==> src/fbs_pkg.sv <==
package fbs_pkg;
  // register byte addresses
  localparam logic [7:0] ADDR_CALL = 8'h00;
  localparam logic [7:0] ADDR_SP = 8'h04;
  localparam logic [7:0] ADDR_STATUS = 8'h08;
  localparam logic [1:0] RESP_OKAY = 2'h0;
  localparam logic [1:0] RESP_SLVERR = 2'h2;
  // status field positions
  localparam int ST_BUSY_BIT = 0;
  localparam int ST_HALT_BIT = 1;
  localparam int ST_RUN_BIT = 2;
  localparam int ST_RC_LSB = 8;
  localparam int ST_PERM_LSB = 16;
  localparam int ST_LVL_LSB = 20;
  localparam int ST_ACC_LSB = 24;
  // keys and parameter block
  localparam logic [7:0] FIRST_KEY_BYTE_VALUE = 8'h3A;
  localparam logic [7:0] SECOND_KEY_BYTE_OFFSET = 8'h03;
  localparam logic [7:0] PRM_BASE = 8'hF8;
  localparam logic [2:0] PRM_FIRST_KEY_BYTE = 3'h0;
  localparam logic [2:0] PRM_SECOND_KEY_BYTE = 3'h1;
  localparam logic [2:0] PRM_BLK = 3'h2;
  localparam logic [2:0] PRM_PTR = 3'h3;
  localparam logic [2:0] PRM_CLK = 3'h4;
  localparam logic [2:0] PRM_DLY = 3'h6;
  localparam logic [2:0] PRM_LAST = 3'h7;
  // service codes and return codes
  localparam logic [7:0] FN_BOOT = 8'h00;
  localparam logic [7:0] FN_READ = 8'h01;
  localparam logic [7:0] FN_WRITE = 8'h02;
  localparam logic [7:0] FN_ERASE = 8'h03;
  localparam logic [7:0] FN_ERASE_ALL = 8'h05;
  localparam logic [7:0] RC_OK = 8'h00;
  localparam logic [7:0] RC_PROT = 8'h01;
  localparam logic [7:0] RC_SWRESET = 8'h02;
  localparam logic [7:0] RC_FATAL = 8'h03;
  localparam logic [7:0] ZERO_BYTE = 8'h00;
  // block geometry and calibration row layout
  localparam logic [5:0] LAST_BYTE = 6'h3F;
  localparam logic [5:0] CAL_SUM_LO = 6'h3E;
  localparam logic [5:0] CAL_SUM_HI = 6'h3F;
  localparam logic [6:0] BLOCK_BYTES = 7'h40;
  localparam int PULSE_SHIFT = 4;
  // protection levels and permission bits
  localparam logic [1:0] LVL_OPEN = 2'h0;
  localparam logic [1:0] LVL_RD_PROT = 2'h1;
  localparam logic [1:0] LVL_NO_EXT_WR = 2'h2;
  localparam logic [1:0] LVL_FULL = 2'h3;
  localparam int PERM_SR = 0;
  localparam int PERM_ER = 1;
  localparam int PERM_EW = 2;
  localparam int PERM_IW = 3;

  typedef enum logic [2:0] {
    FC_NONE, FC_READ, FC_PROG, FC_ERASE_BLK, FC_ERASE_USER, FC_ZERO_USER,
    FC_ERASE_PROT, FC_ZERO_PROT
  } fbs_fcmd_type;
  typedef enum logic [1:0] {ROW_USER, ROW_PROT, ROW_CAL} fbs_row_type;

  // two-bit level of a block out of its protection byte
  function automatic logic [1:0] fbs_level(input logic [7:0] pbyte, input logic [1:0] sub);
    fbs_level = pbyte[{sub, 1'b0} +: 2];
  endfunction

  // permission set {iw, ew, er, sr} granted by a level
  function automatic logic [3:0] fbs_perm(input logic [1:0] lvl);
    unique case (lvl)
      LVL_OPEN: fbs_perm = 4'hF;
      LVL_RD_PROT: fbs_perm = 4'h8;
      LVL_NO_EXT_WR: fbs_perm = 4'hB;
      LVL_FULL: fbs_perm = 4'h0;
    endcase
  endfunction
endpackage

==> src/fbs_engine.sv <==
`timescale 1ns/100ps
module fbs_engine import fbs_pkg::*; #(
  parameter int MACROS = 1,
  parameter int MACRO_W = 1
) (
  // clock and reset
  input wire logic aclk,
  input wire logic aresetn,
  // axi4-lite write channels
  input wire logic [7:0] awaddr,
  input wire logic awvalid,
  output logic awready,
  input wire logic [31:0] wdata,
  input wire logic [3:0] wstrb,
  input wire logic wvalid,
  output logic wready,
  output logic [1:0] bresp,
  output logic bvalid,
  input wire logic bready,
  // axi4-lite read channels
  input wire logic [7:0] araddr,
  input wire logic arvalid,
  output logic arready,
  output logic [31:0] rdata,
  output logic [1:0] rresp,
  output logic rvalid,
  input wire logic rready,
  // data ram port, read data one cycle after ram_re
  output logic [7:0] ram_addr,
  output logic [7:0] ram_wdata,
  output logic ram_we,
  output logic ram_re,
  input wire logic [7:0] ram_rdata,
  // flash macro port, read data one cycle after fl_rd
  output logic fl_rd,
  output fbs_fcmd_type fl_cmd,
  output logic fl_pulse,
  output fbs_row_type fl_row,
  output logic [MACRO_W-1:0] fl_macro,
  output logic [7:0] fl_block,
  output logic [5:0] fl_byte,
  output logic [7:0] fl_wdata,
  input wire logic [7:0] fl_rdata,
  // processor state
  output logic cpu_run,
  output logic cpu_halted
);
  typedef enum logic [3:0] {
    S_IDLE, S_PRM, S_DECIDE, S_PROT_RD, S_PROT_CHK, S_RD_XFER, S_WR_RD, S_WR_LD,
    S_PULSE, S_ALL_NEXT, S_BOOT, S_BOOT_CHK, S_RC_K1, S_RC_K2, S_HALT
  } fbs_state_type;

  fbs_state_type state_r;
  logic [7:0] acc_r;
  logic [7:0] sp_r;
  logic [7:0] fn_r;
  logic [7:0] prm_r [0:7];
  logic [2:0] prm_iss_r;
  logic [2:0] prm_cap_r;
  logic [6:0] iss_idx_r;
  logic [5:0] out_idx_r;
  logic [15:0] sum_r;
  logic [15:0] ref_r;
  logic [7:0] rc_r;
  logic halt_after_r;
  logic hw_boot_r;
  logic soft_boot_r;
  logic rd_vld_r;
  logic ram_vld_r;
  logic tmr_start_r;
  logic [1:0] lvl_r;
  logic [3:0] perm_r;
  logic all_pass_r;
  logic [1:0] all_step_r;
  logic [MACRO_W-1:0] mac_r;
  logic tmr_done;
  logic fbs_pulse_on;
  // axi slave state
  logic aw_full_r;
  logic w_full_r;
  logic [7:0] awaddr_r;
  logic [31:0] wdata_r;
  logic [3:0] wstrb_r;
  logic [31:0] rdata_r;
  logic [1:0] rresp_r;
  logic [1:0] bresp_r;
  logic bvalid_r;
  logic rvalid_r;

  // decoded conditions
  wire logic busy = (state_r != S_IDLE) && (state_r != S_HALT);
  wire logic wr_fire = aw_full_r && w_full_r && !bvalid_r;
  wire logic wr_call = wr_fire && (awaddr_r == ADDR_CALL);
  wire logic wr_sp = wr_fire && (awaddr_r == ADDR_SP);
  wire logic wr_hit = (awaddr_r == ADDR_CALL) || (awaddr_r == ADDR_SP);
  wire logic call_go = wr_call && wstrb_r[0] && !busy && !cpu_halted;
  wire logic ar_fire = arvalid && arready;
  wire logic [7:0] second_key_byte_expect = 8'(sp_r + SECOND_KEY_BYTE_OFFSET);
  wire logic keys_ok = (prm_r[PRM_FIRST_KEY_BYTE] == FIRST_KEY_BYTE_VALUE) && (prm_r[PRM_SECOND_KEY_BYTE] == second_key_byte_expect);
  wire logic [7:0] blk = prm_r[PRM_BLK];
  wire logic [7:0] ptr = prm_r[PRM_PTR];
  wire logic [1:0] blk_lvl = fbs_level(fl_rdata, blk[1:0]);
  wire logic [3:0] blk_perm = fbs_perm(blk_lvl);
  wire logic need_sr = (fn_r == FN_READ);
  wire logic allowed = need_sr ? blk_perm[PERM_SR] : blk_perm[PERM_IW];
  wire logic last_mac = (mac_r == '0);
  wire logic [31:0] status_word = {acc_r, 2'b00, lvl_r, perm_r, rc_r, 5'h00,
                                   cpu_run, cpu_halted, busy};

  // axi handshake outputs
  assign awready = !aw_full_r && !bvalid_r;
  assign wready = !w_full_r && !bvalid_r;
  assign arready = !rvalid_r;
  assign bvalid = bvalid_r;
  assign bresp = bresp_r;
  assign rvalid = rvalid_r;
  assign rdata = rdata_r;
  assign rresp = rresp_r;
  assign fl_pulse = fbs_pulse_on;

  // program and erase pulse timing
  fbs_pulse_timer #(.CNT_W(16)) u_timer (
    .aclk(aclk),
    .aresetn(aresetn),
    .start(tmr_start_r),
    .div(prm_r[PRM_CLK]),
    .dly(prm_r[PRM_DLY]),
    .pulse_on(fbs_pulse_on),
    .done(tmr_done)
  );

  // axi write path: address and data taken in either order
  always_ff @(posedge aclk) begin
    if (!aresetn) begin
      aw_full_r <= 1'b0;
      w_full_r <= 1'b0;
      awaddr_r <= '0;
      wdata_r <= '0;
      wstrb_r <= '0;
      bvalid_r <= 1'b0;
      bresp_r <= RESP_OKAY;
    end else begin
      if (awvalid && awready) begin
        aw_full_r <= 1'b1;
        awaddr_r <= awaddr;
      end
      if (wvalid && wready) begin
        w_full_r <= 1'b1;
        wdata_r <= wdata;
        wstrb_r <= wstrb;
      end
      if (wr_fire) begin
        aw_full_r <= 1'b0;
        w_full_r <= 1'b0;
        bvalid_r <= 1'b1;
        bresp_r <= wr_hit ? RESP_OKAY : RESP_SLVERR;
      end else if (bvalid_r && bready) begin
        bvalid_r <= 1'b0;
      end
    end
  end

  // axi read path
  always_ff @(posedge aclk) begin
    if (!aresetn) begin
      rvalid_r <= 1'b0;
      rdata_r <= '0;
      rresp_r <= RESP_OKAY;
    end else if (ar_fire) begin
      rvalid_r <= 1'b1;
      rresp_r <= RESP_OKAY;
      unique case (araddr)
        ADDR_CALL: rdata_r <= {24'h000000, acc_r};
        ADDR_SP: rdata_r <= {24'h000000, sp_r};
        ADDR_STATUS: rdata_r <= status_word;
        default: begin
          rdata_r <= '0;
          rresp_r <= RESP_SLVERR;
        end
      endcase
    end else if (rvalid_r && rready) begin
      rvalid_r <= 1'b0;
    end
  end

  // stack pointer register
  always_ff @(posedge aclk) begin
    if (!aresetn) sp_r <= '0;
    else if (wr_sp && wstrb_r[0]) sp_r <= wdata_r[7:0];
  end

  // read data valid one cycle after each request
  always_ff @(posedge aclk) begin
    if (!aresetn) begin
      rd_vld_r <= 1'b0;
      ram_vld_r <= 1'b0;
    end else begin
      rd_vld_r <= fl_rd;
      ram_vld_r <= ram_re;
    end
  end

  // service sequencer
  always_ff @(posedge aclk) begin
    fl_rd <= 1'b0;
    ram_we <= 1'b0;
    ram_re <= 1'b0;
    tmr_start_r <= 1'b0;
    if (!aresetn) begin
      state_r <= S_IDLE;
      acc_r <= FN_BOOT;
      hw_boot_r <= 1'b1;
      soft_boot_r <= 1'b0;
      fn_r <= FN_BOOT;
      for (int i = 0; i < 8; i++) prm_r[i] <= '0;
      prm_iss_r <= '0;
      prm_cap_r <= '0;
      iss_idx_r <= '0;
      out_idx_r <= '0;
      sum_r <= '0;
      ref_r <= '0;
      rc_r <= RC_OK;
      halt_after_r <= 1'b0;
      lvl_r <= LVL_OPEN;
      perm_r <= '0;
      all_pass_r <= 1'b0;
      all_step_r <= '0;
      mac_r <= '0;
      cpu_run <= 1'b0;
      cpu_halted <= 1'b0;
      ram_addr <= '0;
      ram_wdata <= '0;
      fl_cmd <= FC_NONE;
      fl_row <= ROW_USER;
      fl_macro <= '0;
      fl_block <= '0;
      fl_byte <= '0;
      fl_wdata <= '0;
    end else begin
      unique case (state_r)
        S_IDLE: begin
          iss_idx_r <= '0;
          out_idx_r <= '0;
          prm_iss_r <= '0;
          prm_cap_r <= '0;
          sum_r <= '0;
          if (hw_boot_r) begin
            hw_boot_r <= 1'b0;
            soft_boot_r <= 1'b0;
            fn_r <= FN_BOOT;
            state_r <= S_BOOT;
          end else if (call_go) begin
            acc_r <= wdata_r[7:0];
            fn_r <= wdata_r[7:0];
            cpu_run <= 1'b0;
            soft_boot_r <= 1'b1;
            // code 00h skips keys and parameters
            state_r <= (wdata_r[7:0] == FN_BOOT) ? S_BOOT : S_PRM;
          end
        end
        // fetch the eight parameter bytes
        S_PRM: begin
          if (prm_iss_r != PRM_LAST || !ram_re) begin
            if (iss_idx_r == '0) begin
              ram_re <= 1'b1;
              ram_addr <= 8'(PRM_BASE + {5'h00, prm_iss_r});
              if (prm_iss_r == PRM_LAST) iss_idx_r <= 7'h01;
              else prm_iss_r <= prm_iss_r + 3'h1;
            end
          end
          if (ram_vld_r) begin
            prm_r[prm_cap_r] <= ram_rdata;
            prm_cap_r <= prm_cap_r + 3'h1;
            if (prm_cap_r == PRM_LAST) begin
              iss_idx_r <= '0;
              state_r <= S_DECIDE;
            end
          end
        end
        S_DECIDE: begin
          if (!keys_ok) begin
            state_r <= S_HALT;
          end else begin
            unique case (fn_r)
              FN_READ, FN_WRITE, FN_ERASE: state_r <= S_PROT_RD;
              FN_ERASE_ALL: begin
                all_pass_r <= 1'b0;
                all_step_r <= '0;
                mac_r <= MACRO_W'(MACROS - 1); // highest macro first
                fl_macro <= MACRO_W'(MACROS - 1);
                fl_cmd <= FC_ERASE_USER;
                tmr_start_r <= 1'b1;
                state_r <= S_PULSE;
              end
              default: state_r <= S_HALT;
            endcase
          end
        end
        // look up the block's protection byte
        S_PROT_RD: begin
          fl_rd <= 1'b1;
          fl_cmd <= FC_READ;
          fl_row <= ROW_PROT;
          fl_macro <= '0;
          fl_block <= '0;
          fl_byte <= blk[7:2];
          state_r <= S_PROT_CHK;
        end
        S_PROT_CHK: if (rd_vld_r) begin
          lvl_r <= blk_lvl;
          perm_r <= blk_perm;
          fl_row <= ROW_USER;
          fl_block <= blk;
          if (!allowed) begin
            rc_r <= RC_PROT;
            state_r <= S_RC_K1;
          end else if (fn_r == FN_READ) begin
            state_r <= S_RD_XFER;
          end else if (fn_r == FN_WRITE) begin
            state_r <= S_WR_RD;
          end else begin
            fl_cmd <= FC_ERASE_BLK;
            tmr_start_r <= 1'b1;
            state_r <= S_PULSE;
          end
        end
        // flash to ram, pipelined one byte a cycle
        S_RD_XFER: begin
          if (iss_idx_r != BLOCK_BYTES) begin
            fl_rd <= 1'b1;
            fl_cmd <= FC_READ;
            fl_byte <= iss_idx_r[5:0];
            iss_idx_r <= iss_idx_r + 7'h01;
          end
          if (rd_vld_r) begin
            ram_we <= 1'b1;
            ram_addr <= 8'(ptr + {2'b00, out_idx_r});
            ram_wdata <= fl_rdata;
            out_idx_r <= out_idx_r + 6'h01;
            if (out_idx_r == LAST_BYTE) begin
              rc_r <= RC_OK;
              state_r <= S_RC_K1;
            end
          end
        end
        // ram to flash, one program pulse per byte
        S_WR_RD: begin
          ram_re <= 1'b1;
          ram_addr <= 8'(ptr + {2'b00, out_idx_r});
          state_r <= S_WR_LD;
        end
        S_WR_LD: if (ram_vld_r) begin
          fl_wdata <= ram_rdata;
          fl_byte <= out_idx_r;
          fl_cmd <= FC_PROG;
          tmr_start_r <= 1'b1;
          state_r <= S_PULSE;
        end
        S_PULSE: if (tmr_done) begin
          if (fn_r == FN_ERASE_ALL) begin
            state_r <= S_ALL_NEXT;
          end else if (fn_r == FN_WRITE && out_idx_r != LAST_BYTE) begin
            out_idx_r <= out_idx_r + 6'h01;
            state_r <= S_WR_RD;
          end else begin
            rc_r <= RC_OK;
            state_r <= S_RC_K1;
          end
        end
        // step through the full erase sequence
        S_ALL_NEXT: begin
          tmr_start_r <= 1'b1;
          state_r <= S_PULSE;
          if (!all_pass_r && all_step_r == 2'h0) begin
            all_step_r <= 2'h1;
            fl_cmd <= FC_ZERO_USER;
          end else if (!all_pass_r && all_step_r == 2'h1) begin
            all_step_r <= 2'h2;
            fl_cmd <= FC_ERASE_USER;
          end else if (all_pass_r && all_step_r == 2'h0) begin
            all_step_r <= 2'h1;
            fl_cmd <= FC_ZERO_PROT;
          end else if (!last_mac) begin
            all_step_r <= 2'h0;
            mac_r <= mac_r - MACRO_W'(1);
            fl_macro <= mac_r - MACRO_W'(1);
            fl_cmd <= all_pass_r ? FC_ERASE_PROT : FC_ERASE_USER;
          end else if (!all_pass_r) begin
            all_pass_r <= 1'b1;
            all_step_r <= 2'h0;
            mac_r <= MACRO_W'(MACROS - 1);
            fl_macro <= MACRO_W'(MACROS - 1);
            fl_cmd <= FC_ERASE_PROT;
          end else begin
            tmr_start_r <= 1'b0;
            fl_cmd <= FC_NONE;
            rc_r <= RC_OK;
            state_r <= S_RC_K1;
          end
        end
        // sum the calibration row and compare
        S_BOOT: begin
          if (iss_idx_r != BLOCK_BYTES) begin
            fl_rd <= 1'b1;
            fl_cmd <= FC_READ;
            fl_row <= ROW_CAL;
            fl_block <= '0;
            fl_byte <= iss_idx_r[5:0];
            iss_idx_r <= iss_idx_r + 7'h01;
          end
          if (rd_vld_r) begin
            out_idx_r <= out_idx_r + 6'h01;
            if (out_idx_r == CAL_SUM_LO) ref_r[7:0] <= fl_rdata;
            else if (out_idx_r == CAL_SUM_HI) ref_r[15:8] <= fl_rdata;
            else sum_r <= 16'(sum_r + {8'h00, fl_rdata});
            if (out_idx_r == LAST_BYTE) state_r <= S_BOOT_CHK;
          end
        end
        S_BOOT_CHK: begin
          fl_cmd <= FC_NONE;
          fl_row <= ROW_USER;
          acc_r <= FN_BOOT;
          if (sum_r != ref_r) begin
            rc_r <= RC_FATAL;
            halt_after_r <= 1'b1;
            state_r <= S_RC_K1;
          end else begin
            cpu_run <= 1'b1;
            rc_r <= RC_SWRESET;
            state_r <= soft_boot_r ? S_RC_K1 : S_IDLE;
          end
        end
        // return code into the first key byte, clear the second
        S_RC_K1: begin
          ram_we <= 1'b1;
          ram_addr <= 8'(PRM_BASE + {5'h00, PRM_FIRST_KEY_BYTE});
          ram_wdata <= rc_r;
          fl_cmd <= FC_NONE;
          state_r <= S_RC_K2;
        end
        S_RC_K2: begin
          ram_we <= 1'b1;
          ram_addr <= 8'(PRM_BASE + {5'h00, PRM_SECOND_KEY_BYTE});
          ram_wdata <= ZERO_BYTE;
          acc_r <= ZERO_BYTE;
          state_r <= halt_after_r ? S_HALT : S_IDLE;
        end
        S_HALT: begin
          cpu_halted <= 1'b1;
          cpu_run <= 1'b0;
        end
      endcase
    end
  end
endmodule // fbs_engine

==> src/fbs_pulse_timer.sv <==
`timescale 1ns/100ps
module fbs_pulse_timer import fbs_pkg::*; #(
  parameter int CNT_W = 16
) (
  // clock and reset
  input wire logic aclk,
  input wire logic aresetn,
  // control
  input wire logic start,
  input wire logic [7:0] div,
  input wire logic [7:0] dly,
  // status
  output logic pulse_on,
  output logic done
);
  typedef enum logic [1:0] {T_IDLE, T_DLY, T_PULSE} fbs_tphase_type;
  fbs_tphase_type phase_r;
  logic [CNT_W-1:0] cnt_r;
  logic [CNT_W-1:0] pulse_len;

  // pulse length scales with the divider parameter
  assign pulse_len = CNT_W'((CNT_W'(div) + CNT_W'(1)) << PULSE_SHIFT);
  assign pulse_on = (phase_r == T_PULSE);

  // settle delay, then the timed pulse
  always_ff @(posedge aclk) begin
    done <= 1'b0;
    if (!aresetn) begin
      phase_r <= T_IDLE;
      cnt_r <= '0;
    end else begin
      unique case (phase_r)
        T_IDLE: if (start) begin
          phase_r <= T_DLY;
          cnt_r <= CNT_W'(dly);
        end
        T_DLY: if (cnt_r == '0) begin
          phase_r <= T_PULSE;
          cnt_r <= pulse_len - CNT_W'(1);
        end else begin
          cnt_r <= cnt_r - CNT_W'(1);
        end
        T_PULSE: if (cnt_r == '0) begin
          phase_r <= T_IDLE;
          done <= 1'b1;
        end else begin
          cnt_r <= cnt_r - CNT_W'(1);
        end
      endcase
    end
  end
endmodule // fbs_pulse_timer

==> config.mk <==
export PLATFORM = sky130hd
export DESIGN_NAME = fbs_engine
export DESIGN_NICKNAME = d
export VERILOG_FILES = /design/src/fbs_pkg.sv /design/src/fbs_engine.sv /design/src/fbs_pulse_timer.sv
export SDC_FILE = /design/constraint.sdc
export NUM_CORES = 1
export LEC_CHECK = 0
export BUFFER_PORTS_ARGS = -buffer_cell sky130_fd_sc_hd__clkbuf_2
export CAP_MARGIN = 20
export CORE_ASPECT_RATIO = 0.9
export CORE_MARGIN = 3
export CORE_UTILIZATION = 30
export DETAILED_ROUTE_END_ITERATION = 12
export SYNTH_ARGS = -nofsm -noshare
export SYNTH_HDL_FRONTEND = slang
export SYNTH_SLANG_ARGS = --single-unit
export TNS_END_PERCENT = 10
==> constraint.sdc <==
create_clock -name aclk -period 3.04 [get_ports aclk]
set_clock_uncertainty 0.05 [all_clocks]
set_input_delay 0.304 -clock aclk [delete_from_list [all_inputs] [get_ports aclk]]
set_output_delay 0.304 -clock aclk [all_outputs]
set_load 0.02 [all_outputs]
## Word level (Yosys, flattened, before mapping)

Memories as Yosys holds them, arrays and structs flattened.
Cells that the tools add are included.

- Output and inout bits: 91
- Bits in writable memories: 64
- Word-level logic and storage cells: 415
- Flip-flop bits (word level): 228
- Memories: 1

- Equality and inequality tests: 79
- Reductions and logical operators: 96
- Bitwise logic cells: 2
- Mux-type cells: 175
- Shift operators: 1
- Add/sub/neg operators: 12

Memories:

| name | depth | width | rd ports | clocked after memory_dff | wr ports | RTL line | RTL |
|---|---|---|---|---|---|---|---|
| prm_r | 8 | 8 | 6 | 0 | 8 | fbs_engine.sv:57 | `logic [7:0] prm_r [0:7];` |

Operators by type and width:

| cell | count |
|---|---|
| 2-to-1 mux 8 bit | 22 |
| 2-to-1 mux 16 bit | 6 |
| one-hot mux 32 bit (3 select lines) | 1 |
| 2-to-1 mux 4 bit | 21 |
| one-hot mux 8 bit (5 select lines) | 2 |
| 2-to-1 mux 3 bit | 23 |
| != test 2 bit, second input constant | 33 |
| one-hot mux 4 bit (14 select lines) | 1 |
| 2-to-1 mux 1 bit | 48 |
| one-hot mux 16 bit (3 select lines) | 1 |
| one-hot mux 8 bit (3 select lines) | 2 |
| 2-to-1 mux 7 bit | 6 |
| 2-to-1 mux 6 bit | 6 |
| one-hot mux 6 bit (3 select lines) | 2 |
| one-hot mux 16 bit (2 select lines) | 1 |
| subtractor 16 x 1 -> 16 bit, second input constant | 2 |
| 2-to-1 mux 2 bit | 15 |
| == test 4 bit, second input constant | 7 |
| == test 8 x 3 -> 1 bit, second input constant | 3 |
| zero test 8 bit | 3 |
| AND reduction 4 bit | 6 |
| logical AND 1 bit | 21 |
| one-hot mux 3 bit (7 select lines) | 1 |
| one-hot mux 7 bit (3 select lines) | 1 |
| other kinds (62) | 131 |

## Logic depth before layout (Yosys ltp)

- Depth in word-level cells: 9
- Depth in mapped cells: 9
- Gate-level depth less buffers: 8

## Cells and area by module

From an unflattened synthesis, not the netlist that was laid out.

- Cell total of the unflattened synthesis: 1514
- Area, all modules: 13161.4 µm²

Modules (own cells, without submodules):

| module | seq. area each (µm²) | instances | area an instance (µm²) | cells an instance |
|---|---|---|---|---|
| fbs_engine | 5225.0 | 1 | 11408.4 | 1281 |
| fbs_pulse_timer | 380.4 | 1 | 1752.9 | 233 |

## Worst setup path before layout

No wires, ideal clock.

- Path type: flip-flop to flip-flop
- Start point: register sp_r[0]
- End point: register state_r[0]
- Stages on the path, launching flop included: 9
- Library setup time: 92 ps
- Path buffers: 0
- Data required time: 2898 ps
- Arrival time: 2385 ps
- Slack: 513 ps
- Path through: dfxtp_1 -> inv_1 -> ha_1 -> nand2b_1 -> or3_1 -> a2111oi_0 -> o311ai_0 -> o311a_1 -> o32ai_1

- Cells in the longest elaborated chain, start to end: 5

RTL lines:

| what | RTL line | RTL |
|---|---|---|
| from (decl) | fbs_engine.sv:55 | `logic [7:0] sp_r;` |
| from (signal assigned) | fbs_engine.sv:189 | `else if (wr_sp && wstrb_r[0]) sp_r <= wdata_r[7:0];` |
| adder 8 x 2 -> 8 bit | fbs_engine.sv:98 | `wire logic [7:0] second_key_byte_expect = 8'(sp_r + SECOND_KEY_BYTE_OFFSET);` |
| == test 8 bit | fbs_engine.sv:99 | `wire logic keys_ok = (prm_r[PRM_FIRST_KEY_BYTE] == FIRST_KEY_BYTE_VALUE) && (prm_r[PRM_SECOND_KEY_BYTE] == sec ...` |
| logical AND 1 bit | fbs_engine.sv:99 |  |
| 2-to-1 mux 4 bit | fbs_engine.sv:281 | `if (!keys_ok) begin` |
| one-hot mux 4 bit (14 select lines) | fbs_engine.sv:240 | `unique case (state_r)` |
| to (signal assigned) | fbs_engine.sv:258 | `state_r <= (wdata_r[7:0] == FN_BOOT) ? S_BOOT : S_PRM;` |
| to (signal assigned) | fbs_engine.sv:430 | `state_r <= soft_boot_r ? S_RC_K1 : S_IDLE;` |
| to (decl) | fbs_engine.sv:53 | `fbs_state_type state_r;` |

No other way between the ends.
A chain may end at the register's enable or synchronous reset.

## Worst setup path in the final report

- Start point: register state_r[1]
- End point: register state_r[1]

- Cells in the longest elaborated chain, start to end: 7

RTL lines:

| what | RTL line | RTL |
|---|---|---|
| != test 4 bit or nonzero test 4 bit (tied branches) | fbs_engine.sv:91 | `wire logic busy = (state_r != S_IDLE) && (state_r != S_HALT);` |
| logical AND 1 bit | fbs_engine.sv:91 |  |
| zero test 1 bit | fbs_engine.sv:96 | `wire logic call_go = wr_call && wstrb_r[0] && !busy && !cpu_halted;` |
| logical AND 1 bit (2 in a row) | fbs_engine.sv:96 |  |
| != test 3 bit (no line) | n/a |  |
| AND reduction 11 bit (no line) | n/a |  |

Parallel ways exist; a longest one is shown, timed or not.

==> impl_metrics.env <==
export IMPL_commonest_cells_after_routing_fill_and_taps_aside="208 x sky130_fd_sc_hd__dfxtp_1, 178 x sky130_fd_sc_hd__nand2_1, 164 x sky130_fd_sc_hd__nor2_1, 127 x sky130_fd_sc_hd__clkbuf_2, 122 x sky130_fd_sc_hd__a21oi_1"
export IMPL_timing_final_crit_period_ps=2690
export IMPL_placeableCoreArea_um2=42300
export IMPL_avgRoutedWirePerCell_um=17.6
export IMPL_clk_path_buf_depth=3
export IMPL_final_fill_count=4333
export IMPL_mean_number_of_vias_per_cell=5.22
export IMPL_cts_tree="done"
export IMPL_cts_htree_levels=1
export IMPL_drt_pass1_iter_count=5
export IMPL_maxSlewViolCount=0
export IMPL_pin_count=166
export IMPL_timing_reg2reg_setup_slack_ps=350
export IMPL_area_of_the_die_um2=45800
export IMPL_timing_worst_slew_pin_value_ps=710
export IMPL_yosys_top_cells_area="sky130_fd_sc_hd__dfxtp_1 32%, sky130_fd_sc_hd__edfxtp_1 11%, sky130_fd_sc_hd__nand2_1 5.1%, sky130_fd_sc_hd__nor2_1 4.7%, sky130_fd_sc_hd__a21oi_1 4.7%"
export IMPL_fin_setup_tns_ps=0
export IMPL_netlist_area_um2=13000
export IMPL_path_class="reg -> reg"
export IMPL_timing_fmax_mhz=372
export IMPL_leakagePower_nw=6.07
export IMPL_cts_root_buf="sky130_fd_sc_hd__clkbuf_16"
export IMPL_worst_min_path_class="in -> reg"
export IMPL_worst_setup_path_startpoint="state_r[1]$_SDFFE_PN0P_"
export IMPL_place_hpwl_um=29000
export IMPL_synth_edf_count=48
export IMPL_required_ps=3410
export IMPL_worst_setup_hold_path_clk_slew_ps=60
export IMPL_synth_seq_area_share=0.432
export IMPL_antenna_found_initial=0
export IMPL_synthesis_instances=1503
export IMPL_clkSinkCount=256
export IMPL_power_per_cell_area_nw_per_um2=667
export IMPL_grt_max_degree=43
export IMPL_drv_max_cap_violation_count=0
export IMPL_max_slew_margin_rel=0.525
export IMPL_asyncSetResetFlopFracSynth=0
export IMPL_track_usage=0.167
export IMPL_post_route_drc_count=0
export IMPL_crit_reg2reg_capture="state_r[1]$_SDFFE_PN0P_"
export IMPL_maximum_fanout_count_along_the_critical_path=21
export IMPL_reg2reg_depth=8
export IMPL_synth_area_per_cell_um2=8.64
export IMPL_area_growth_pct=20.4
export IMPL_fin_crit_sh=0.885
export IMPL_gp_congestion=0.909
export IMPL_grt_overflow_total=0
export IMPL_outcome="finished clean"
export IMPL_postSynthRegisterBits=256
export IMPL_layout_nets=1767
export IMPL_die_w_um=225
export IMPL_synth_area_leader_cell="sky130_fd_sc_hd__dfxtp_1"
export IMPL_dominantRegCellSynth="sky130_fd_sc_hd__dfxtp_1"
export IMPL_worst_setup_path_start_kind="register"
export IMPL_antenna_violating_nets_left=0
export IMPL_via_count_of_the_first_global_routing_pass=11300
export IMPL_antenna_diode_count=0
export IMPL_worstReg2RegStart="state_r[1]$_SDFFE_PN0P_"
export IMPL_placement_rows=71
export IMPL_grt_pass1_wl_um=62100
export IMPL_floorplan_initialDensity=0.307
export IMPL_die_height_um=203
export IMPL_cp_arrival_ps=3060
export IMPL_placement_io_buffers=127
export IMPL_setup_viol=0
export IMPL_post_cts_setup_buffers=0
export IMPL_vdd_drop_max_uv=432
export IMPL_endpoint_kind="register"
export IMPL_critPathCapture="state_r[1]$_SDFFE_PN0P_"
export IMPL_fin_worst_hold_slack_ps=17.3
export IMPL_hold_viol=0
export IMPL_via_count=11639
export IMPL_yosysUniqueCellTypes=82
export IMPL_final_layout_size_suffix_gt1_frac=0.156
export IMPL_detail_route_iter0_violations=835
export IMPL_yosysWarningCount=0
export IMPL_numCtsBuffers=28
export IMPL_leading_cell_type_in_the_layout_fill_and_taps_excluded="sky130_fd_sc_hd__dfxtp_1"
export IMPL_clock_insertion_delay_worst_skew_ps=570
export IMPL_post_synth_top_area_fraction=0.321
export IMPL_detail_route_wirelength_um=39200
export IMPL_rsz0062_at_grt="false"
==> critical path: stages (launching register included) <==
cell and delay (ps):
sky130_fd_sc_hd__dfxtp_1 650, sky130_fd_sc_hd__buf_12 230, sky130_fd_sc_hd__or4b_1 200, sky130_fd_sc_hd__a21oi_1 60, sky130_fd_sc_hd__buf_4 160, sky130_fd_sc_hd__nor4bb_1 390, sky130_fd_sc_hd__o211a_1 410, sky130_fd_sc_hd__mux2i_1 240
sky130_fd_sc_hd__o221ai_1 140
==> synthesized netlist by cell type, drive strengths merged (10+ instances only) <==
| cell | count |
|---|---|
| a31oi | 13 |
| a22oi | 36 |
| nand3 | 47 |
| a21oi | 123 |
| nor4 | 20 |
| nor2b | 14 |
| edfxtp | 48 |
| inv | 26 |
| o21ai | 75 |
| nor3 | 26 |
| nand2b | 19 |
| and3 | 13 |
| clkbuf | 64 |
| dfxtp | 208 |
| mux2i | 41 |
| and2 | 71 |
| nand4 | 12 |
| or3 | 16 |
| nand2 | 179 |
| nor2 | 164 |
| ha | 29 |
| buf | 22 |
| a211oi | 18 |
| xor2 | 17 |
| o22ai | 10 |
| or4 | 13 |
| xnor2 | 37 |
==> cells by family after synthesis <==
logic type,Yosys count,share of synthesized area
and+or+nand+nor,631,0.243
AOI/OAI and AO/OA,370,0.181
DFF,256,0.432
buffers and inverters,113,0.0377
xor gates and xnor gates,54,0.0364
muxes,47,0.0394
adders and majority gates,31,0.0310
other,1,0.000289
==> where the power goes <==
part / total (mW) / switching [mW] / internal [mW]
Clock: 3.74 / 1.45 / 2.29
Combinational: 2.84 / 1.82 / 1.02
Sequential: 3.85 / 0.211 / 3.64
Total: 10.4 / 3.48 / 6.95
==> metal layers <==
metal / vias to the layer above / share of wire / GRT usage
met1: 5548 / 0.46 / 0.225
met5: - / 0 / 0
met4: 0 / 0.026 / 0.0497
met2: 315 / 0.45 / 0.271
met3: 57 / 0.065 / 0.0347
li1: 5719 / - / -
==> how the worst min path moves through the flow <==
stage | start | endpoint | slack (ps) | depth (start not counted)
final | fl_rdata[2] | ram_wdata[2]$_SDFFE_PN0P_ | 20 | 3
after detailed placement | awaddr_r[6]$_SDFFE_PN0P_ | awaddr_r[6]$_SDFFE_PN0P_ | 400 | 2
after global routing | fl_rdata[2] | ram_wdata[2]$_SDFFE_PN0P_ | 30 | 3
after global placement | awaddr_r[5]$_SDFFE_PN0P_ | awaddr_r[5]$_SDFFE_PN0P_ | 400 | 2
after floorplan | rready | rvalid$_SDFFE_PN0P_ | 350 | 1
after CTS | fl_rdata[2] | ram_wdata[2]$_SDFFE_PN0P_ | 10 | 3
==> flip-flops by register name, indices dropped and copies added, names as in the netlist, 7 cells and up <==
register	flops
sp_r	8
fl_block	8
ram_addr	8
u_timer.cnt_r	16
ref_r	16
rdata	23
sum_r	16
fl_wdata	8
prm_r	48
wdata_r	8
ram_wdata	8
iss_idx_r	7
awaddr_r	8
acc_r	8
fn_r	8
==> area by class of cell <==
class | count | area (um^2) | share of cell area
inverters | 27 | 104 | 0.00664
flip-flops and latches | 256 | 5610 | 0.359
repair buffers | 204 | 1290 | 0.0824
clock inverters | 18 | 254 | 0.0162
well taps | 547 | 684 | 0.0438
multi-input cells | 1144 | 6930 | 0.443
clock buffers | 34 | 763 | 0.0488
==> what timing repair did <==
item	in CTS	in global routing
hold endpoints to repair	19	0
resized for setup	0	2
hold buffers	20	0
endpoints found under the setup margin	0	4
==> through the flow <==
stage / utilization / area, um^2 / setup WS, ps / total power [mW] / cells
finish: 0.370 / 15600 / 350 / 10.4 / 2230
global route: 0.370 / 15600 / 142 / 11.0 / 2230
CTS: 0.370 / 15600 / 110 / 10.5 / 2230
detailed placement: 0.341 / 14400 / 135 / 6.69 / 2158
global placement: 0.341 / 14400 / 220 / 6.66 / 2158
floorplan: - / 13000 / 513 / 5.80 / 1513
No activity file was read; power rests on OpenSTA's default activity.
